**src/core/ir_timer_pkg.sv**
```systemverilog
// Package for the eight-bit timer, capture and hold register block.
// Assumes an 8-bit register port with one-cycle read latency.
package ir_timer_pkg;
   // Register offsets
   localparam logic [3:0] OFF_CTRL = 4'h0;
   localparam logic [3:0] OFF_T8_LOW_HOLD = 4'h4;
   localparam logic [3:0] OFF_T8_HIGH_HOLD = 4'h5;
   localparam logic [3:0] OFF_T16_HOLD_LO = 4'h6;
   localparam logic [3:0] OFF_T16_HOLD_HI = 4'h7;
   localparam logic [3:0] OFF_WIDE_CAP_LO = 4'h8;
   localparam logic [3:0] OFF_WIDE_CAP_HI = 4'h9;
   localparam logic [3:0] OFF_NARROW_CAP_LO = 4'hA;
   localparam logic [3:0] OFF_NARROW_CAP_HI = 4'hB;
   // Control field positions
   localparam int BIT_RUN = 7;
   localparam int BIT_SINGLE = 6;
   localparam int BIT_TIMEOUT = 5;
   localparam int BIT_CLKSEL_HI = 4;
   localparam int BIT_CLKSEL_LO = 3;
   localparam int BIT_CAP_MASK = 2;
   localparam int BIT_TO_MASK = 1;
   localparam int BIT_PIN_SEL = 0;
   // Reset values
   localparam logic [7:0] CTRL_RESET = 8'h00;
   localparam logic [7:0] DATA_RESET = 8'h00;
   // Prescaler width: divide by up to 8
   localparam int PRESCALE_W = 3;

   // Register port request
   typedef struct packed {
      logic [3:0] addr;
      logic [7:0] wdata;
      logic wr;
      logic rd;
   } reg_req_t;

   // Interrupt request pair
   typedef struct packed {
      logic capture;
      logic timeout;
   } irq_t;
endpackage : ir_timer_pkg

```
**src/core/count_tick_gen.sv**
```systemverilog
// Count-clock enable generator: divides the system clock by 1, 2, 4 or 8.
// Assumes a single clock; the divider runs freely and is not cleared at enable.
module count_tick_gen
   import ir_timer_pkg::*;
(
   // Clock and reset
   input wire logic ref_clk,
   input wire logic reset_n,
   // Control
   input wire logic run,
   input wire logic [1:0] clkSel,
   // Tick out
   output logic tick
);
   // Free prescaler; a running divider means the first tick after enable
   // may come early, which the timer tolerates.
   logic [PRESCALE_W-1:0] div_reg;
   logic [PRESCALE_W-1:0] divMask;

   // Mask of low bits that must be all ones for a tick
   assign divMask = (clkSel == 2'b00) ? 3'h0 :
                    (clkSel == 2'b01) ? 3'h1 :
                    (clkSel == 2'b10) ? 3'h3 : 3'h7;
   assign tick = run && ((div_reg & divMask) == divMask);

   // Divider counter
   always_ff @(posedge ref_clk or negedge reset_n) begin
      if (!reset_n) begin
         div_reg <= 3'h0;
      end else begin
         div_reg <= div_reg + 3'h1;
      end
   end
endmodule : count_tick_gen

```
**src/core/ir_timer8.sv**
```systemverilog
// Eight-bit counter/timer with control, hold and capture registers.
// Assumes an 8-bit register port; sixteen-bit capture values come in
// from the wide timer and are only presented here.
module ir_timer8
   import ir_timer_pkg::*;
(
   // Clock and reset
   input wire logic ref_clk,
   input wire logic reset_n,
   // Register port
   input wire reg_req_t regReq,
   output logic [7:0] rdata,
   // Common control inputs
   input wire logic demodMode,
   input wire logic edgeEvent,
   input wire logic demodIn,
   // Wide timer capture values
   input wire logic [15:0] wideCapture,
   // Wide timer hold value out
   output logic [15:0] wideHold,
   // Pin and interrupts
   input wire logic portOut,
   output logic timerPin,
   output irq_t irq
);
   // Control and data registers
   logic [7:0] ctrl_reg;
   logic [7:0] lowHold_reg;
   logic [7:0] highHold_reg;
   logic [7:0] wideLo_reg;
   logic [7:0] wideHi_reg;
   logic [7:0] capLo_reg;
   logic [7:0] capHi_reg;
   logic [7:0] count_reg;
   logic level_reg; // Which hold value is loaded
   logic out_reg; // Timer output level
   logic [7:0] rdata_reg;
   logic [7:0] rdata_next;
   logic tick;
   logic terminal;
   logic captureEvent;
   logic ctrlWr;
   logic [7:0] ctrl_next;

   // Write decode
   assign ctrlWr = regReq.wr && (regReq.addr == OFF_CTRL);
   // Terminal count reached on a count tick
   assign terminal = tick && (count_reg == 8'h00);
   // Capture only in demodulation mode
   assign captureEvent = demodMode && edgeEvent;

   // Count clock divider
   count_tick_gen u_tick (
      .ref_clk(ref_clk),
      .reset_n(reset_n),
      .run(ctrl_reg[BIT_RUN]),
      .clkSel(ctrl_reg[BIT_CLKSEL_HI:BIT_CLKSEL_LO]),
      .tick(tick)
   );

   // Next control value: the flag's set wins over its clear
   always_comb begin
      ctrl_next = ctrl_reg;
      if (ctrlWr) begin
         ctrl_next = {regReq.wdata[7:6], ctrl_reg[BIT_TIMEOUT],
                      regReq.wdata[4:0]};
         if (regReq.wdata[BIT_TIMEOUT]) begin
            ctrl_next[BIT_TIMEOUT] = 1'b0;
         end
      end
      if (terminal) begin
         ctrl_next[BIT_TIMEOUT] = 1'b1;
         if (ctrl_reg[BIT_SINGLE]) begin
            ctrl_next[BIT_RUN] = 1'b0;
         end
      end
   end

   // Control register
   always_ff @(posedge ref_clk or negedge reset_n) begin
      if (!reset_n) begin
         ctrl_reg <= CTRL_RESET;
      end else begin
         ctrl_reg <= ctrl_next;
      end
   end

   // Hold registers, all plain read/write
   always_ff @(posedge ref_clk or negedge reset_n) begin
      if (!reset_n) begin
         lowHold_reg <= DATA_RESET;
         highHold_reg <= DATA_RESET;
         wideLo_reg <= DATA_RESET;
         wideHi_reg <= DATA_RESET;
      end else if (regReq.wr) begin
         case (regReq.addr)
            OFF_T8_LOW_HOLD: lowHold_reg <= regReq.wdata;
            OFF_T8_HIGH_HOLD: highHold_reg <= regReq.wdata;
            OFF_T16_HOLD_LO: wideLo_reg <= regReq.wdata;
            OFF_T16_HOLD_HI: wideHi_reg <= regReq.wdata;
            default: ;
         endcase
      end
   end
   assign wideHold = {wideHi_reg, wideLo_reg};

   // Down counter; alternates between low and high hold values
   always_ff @(posedge ref_clk or negedge reset_n) begin
      if (!reset_n) begin
         count_reg <= DATA_RESET;
         level_reg <= 1'b0;
         out_reg <= 1'b0;
      end else if (ctrlWr && regReq.wdata[BIT_RUN] && !ctrl_reg[BIT_RUN]) begin
         // Start loads the low-level count
         count_reg <= lowHold_reg;
         level_reg <= 1'b0;
      end else if (terminal) begin
         // Reload from the other hold value in modulo-N
         level_reg <= !level_reg;
         out_reg <= !out_reg;
         count_reg <= level_reg ? lowHold_reg : highHold_reg;
      end else if (captureEvent) begin
         count_reg <= DATA_RESET; // Restart measuring next level
      end else if (tick) begin
         count_reg <= count_reg - 8'h01;
      end
   end

   // Capture registers: cannot be written by software
   always_ff @(posedge ref_clk or negedge reset_n) begin
      if (!reset_n) begin
         capLo_reg <= DATA_RESET;
         capHi_reg <= DATA_RESET;
      end else if (captureEvent) begin
         // Level just ended is the inverse of the new level
         if (demodIn) begin
            capLo_reg <= count_reg;
         end else begin
            capHi_reg <= count_reg;
         end
      end
   end

   // Read mux, wide capture passed through
   always_comb begin
      case (regReq.addr)
         OFF_CTRL: rdata_next = ctrl_reg;
         OFF_T8_LOW_HOLD: rdata_next = lowHold_reg;
         OFF_T8_HIGH_HOLD: rdata_next = highHold_reg;
         OFF_T16_HOLD_LO: rdata_next = wideLo_reg;
         OFF_T16_HOLD_HI: rdata_next = wideHi_reg;
         OFF_WIDE_CAP_LO: rdata_next = wideCapture[7:0];
         OFF_WIDE_CAP_HI: rdata_next = wideCapture[15:8];
         OFF_NARROW_CAP_LO: rdata_next = capLo_reg;
         OFF_NARROW_CAP_HI: rdata_next = capHi_reg;
         default: rdata_next = 8'h00;
      endcase
   end

   // Read data, one cycle after the strobe
   always_ff @(posedge ref_clk or negedge reset_n) begin
      if (!reset_n) begin
         rdata_reg <= 8'h00;
      end else begin
         rdata_reg <= regReq.rd ? rdata_next : 8'h00;
      end
   end
   assign rdata = rdata_reg;

   // Pin routing and interrupt pulses
   assign timerPin = ctrl_reg[BIT_PIN_SEL] ? out_reg : portOut;
   assign irq.timeout = terminal && ctrl_reg[BIT_TO_MASK];
   assign irq.capture = captureEvent && ctrl_reg[BIT_CAP_MASK];
endmodule : ir_timer8

```
**config.mk**
```make
export PLATFORM = sky130hd
export DESIGN_NAME = ir_timer8
export DESIGN_NICKNAME = d
export VERILOG_FILES = /design/src/core/ir_timer_pkg.sv /design/src/core/count_tick_gen.sv /design/src/core/ir_timer8.sv
export SDC_FILE = /design/constraint.sdc
export NUM_CORES = 1
export LEC_CHECK = 0
export BUFFER_PORTS_ARGS = -buffer_cell sky130_fd_sc_hd__clkbuf_2
export CAP_MARGIN = 20
export CELL_PAD_IN_SITES_DETAIL_PLACEMENT = 1
export CELL_PAD_IN_SITES_GLOBAL_PLACEMENT = 2
export CORE_MARGIN = 2
export CORE_UTILIZATION = 25
export DETAILED_ROUTE_END_ITERATION = 7
export PLACE_DENSITY_LB_ADDON = 0.1
export REMOVE_ABC_BUFFERS = 1
export SLEW_MARGIN = 20
export SYNTH_ARGS = -nofsm -noshare
export SYNTH_HDL_FRONTEND = slang
export SYNTH_SLANG_ARGS = --single-unit
```
**constraint.sdc**
```tcl
create_clock -name ref_clk -period 2.28 [get_ports ref_clk]
set_input_delay 0.228 -clock ref_clk [delete_from_list [all_inputs] [get_ports ref_clk]]
set_output_delay 0.228 -clock ref_clk [all_outputs]
set_load 0.05 [all_outputs]
```
==> results summary <==
The tree built by TritonCTS fans out to 77 sinks. The maximum clock path buffer count came out at 2. The share of synthesized area occupied by flip-flops and latches is 0.4811. For this block, the initial DRC count from the detailed router was 116. The total CTS buffers came out at 9. STA classifies the critical path endpoint as an output port. The path class of the tightest hold or removal check is input pin to flip-flop. The sum of internal, switching and leakage power came out at 5171 uW.

Across all layers, the routed design uses 3,193 vias. The count of nets left with antenna violations after detail routing is 0. The die outline width came out at 130.6 um. The max-slew headroom at the worst pin came out at 0.6240.

Summed over all cells, the static leakage comes to 0.002274 uW. The share of synthesized area in the top cell type comes to 0.4811. The run finished with clean final reports. The average cell area after synthesis is 11.13 sq um. The ratio of cells with drive above 1 in the final layout is 0.3901. At the worst endpoint, the arrival time is 1.94 ns. The adder-cell area share of the yosys netlist is 0.009372. The H-tree was split into 3 levels. The final setup violation count is 0. The largest family of logic cells by synthesized area is multiplexers.

The total buffers and inverters traversed by the critical path is 2. The core area is 15,770 sq um. Adding up every negative setup slack in the final design gives 0 ns. The floorplan has 46 rows. The clock period minus final worst setup slack is 2.169 ns.

For this block, the routed nets add up to 13,990 um of wire. The global-route wire length before repair is 21,510 um. The post-synthesis cell count came out at 360. The die covers 17,050 sq um.

The synthesized design contains 0 enable-type register cells. The largest single stage delay on the critical path is 0.41 ns. The post-synthesis register bit count is 77. Traced cell by cell, the critical path runs through inv_2 > ha_1 > nor3b_4 > nand2_4 > nor3_4 > and2_2 > clkbuf_8. The synthesized netlist occupies a cell area of 4005 sq um. Clock-pin slew was measured on the worst setup and hold paths at 0.06 ns. The fill cell instance count of the final layout is 1,809. For this design, the slowest cell found on the critical path is dfrtp_1.

The primary flip-flop cell chosen by synthesis mapping is dfrtp_1. The first detailed-routing pass ran for 4 iterations. The final max-slew violation count came out at 0. The proportion of register bits with asynchronous set or reset after synthesis came out at 1.000. From synthesis to final layout, the design area changed by 25.62%. The clock latency on the worst-skew pair came out at 0.35 ns.

The initial utilization of the core area, before any placement, comes to 0.2540. The post-placement setup slack came out at 0.2178 ns. The per-cell routed wire length is 21.14 um. After synthesis, the share of cell area in mux cells is 0.2068.

The largest net degree at the start of global routing came out at 78. After the last flow step, the layout net total stands at 480. The final antenna diode count is 0. The area fraction in compound gates after synthesis is 0.1165.

The worst setup path is of the flip-flop to output port kind. The number of antenna violations at the first check in global routing is 0. Setup repair after global routing left no endpoint under its margin. The quantity of I/O buffers inserted on ports came out at 62. Summed over all nets, the half-perimeter wirelength after detailed placement is 10,580 um. The total global-route track usage is 0.1747.

The simple logic cell fraction of the synthesized area came out at 0.1446. The startpoint kind of the worst setup timing path is a flip-flop. Of all nets on the critical path, the largest fanout is 4.

The final core area utilization came out at 0.3190. The area share of xor/xnor cells in the synthesized design came out at 0.01531. Data on the critical path is required at its endpoint by 2.05 ns. The die boundary height came out at 130.6 um. The count of distinct cell types in the synthesized netlist is 51. Clock tree synthesis selected as its root buffer the cell clkbuf_16. The number of global-route vias before repair is 3,479. The peak supply drop came out at 0.3941 mV. The final worst clock skew came out at 0.008315 ns.

During I/O placement, the number of pins put on the boundary was 63. By area the synthesized netlist is led by dfrtp_1 (48%), mux2_2 (16%), mux2i_1 (3.2%). The cell class contributing the biggest share of worst-path delay is simple AND/OR/NAND/NOR gates. After detailed routing, the number of remaining DRC violations is 0. The library cell used most frequently in the layout, excluding fill and tap cells, is dfrtp_1. The worst path setup slack after routing is 0.1109 ns.

The aggregate global routing overflow came out at 0. The count of yosys warnings during synthesis is 0. The final count of hold timing violations is 0.

The number of max-cap violations came out at 0. The cell area power density came out at 1028 nW/um^2. The period utilization came out at 0.9513.

The CTS tree is yes. The global placement routability congestion is 0.7907. The library cells used most frequently in the layout, excluding fill and tap cells, are dfrtp_1 (77), clkbuf_2 (60), mux2_2 (57), nand2_1 (29), buf_4 (26). Summed over all instances, the cell type with the most area after synthesis is dfrtp_1. For the pin with the worst max-slew slack, the measured transition is 0.5581 ns. The average vias per placed instance came out at 4.823. The achievable frequency came out at 0.4610 GHz.
[kinds of logic after synthesis]
kind of cell	count (synthesis)
AND/OR/NAND/NOR	104
flip-flops	77
multiplexers	73
AO/OA/AOI/OAI	71
buffers and inverters	25
XOR/XNOR	7
adder cells (fa/ha/maj)	3
[metal layers]
metal	wire length (um)	GRT usage
met2	6551	0.2754
met1	6734	0.2447
met5	0	0
met4	197	0.05194
met3	510	0.03298
[cells in the mapped netlist (4+ instances only)]
master and instances:
dfrtp_1 77, nor2_1 16, clkbuf_1 11, and3_1 6
a31oi_1 8, inv_1 5, nand3_1 11, nand2_1 29
a21oi_1 13, nor3_1 8, a22oi_1 5, nor2b_1 4
mux2i_1 13, a22o_1 6, mux2_2 57, nand2b_1 4
nor3b_1 4, buf_2 9, xor2_1 5, o21ai_0 18
[final cells by class]
class                           instances  area (sq um)  area share
Multi-Input combinational cell        258          1979      0.3934
Sequential cell                        77          1927      0.3830
Timing Repair Buffer                   90         559.3      0.1112
Tap cell                              216         270.3     0.05372
Clock buffer                           10         229.0     0.04551
Clock inverter                          6         47.55    0.009450
Inverter                                5         18.77    0.003730
[power by group]
part | switching (uW) | total [uW] | leakage (uW) | internal (uW)
Combinational | 924 | 1630 | 0.00117 | 703
Sequential | 444 | 2170 | 0.000969 | 1730
Clock | 626 | 1370 | 0.000133 | 746
Total | 1990 | 5170 | 0.00227 | 3180
[through the flow]
stage          cells  hold slack (ns)  cell area [sq um]
5_1_grt          662           0.1825               5031
4_1_cts          660           0.1605               5016
3_3_place_gp     641           0.2863               4700
6_report         662           0.1745               5031
2_1_floorplan    340         -0.06759               3919
3_5_place_dp     641           0.2925               4700
[path summary, 6_finish.rpt]
check	endpoint	slack, ns	startpoint	cells after the start
setup / recovery	irq[0]	0.11	count_reg[1]$_DFFE_PN0P_	7
hold / removal	wideHi_reg[5]$_DFFE_PN0P_	0.17	regReq[7]	2
setup reg to reg	count_reg[3]$_DFFE_PN0P_	0.28	count_reg[1]$_DFFE_PN0P_	8
hold reg to reg	u_tick.div_reg[2]$_DFF_PN0_	0.47	u_tick.div_reg[2]$_DFF_PN0_	1
max in group asynchronous	count_reg[4]$_DFFE_PN0P_	1.47	reset_n	3
min in group asynchronous	capHi_reg[1]$_DFFE_PN0P_	0.45	reset_n	3
[what timing repair did]
item	4_1_cts	5_1_grt
buffers inserted	2	2
hold buffers	1	0
hold endpoints to repair	77	0
pin swaps	1	0
gates resized for setup	5	0
setup endpoints to repair	1	1
[worst register-to-register path: stages (launching register included)]
cell	delay, ns
dfrtp_1	0.41
inv_2	0.11
ha_1	0.18
nor3b_4	0.24
nand2_4	0.10
nor3_4	0.20
buf_4	0.15
mux2_1	0.31
a211oi_1	0.22
Note: power is estimated with default switching activity, not from simulation.
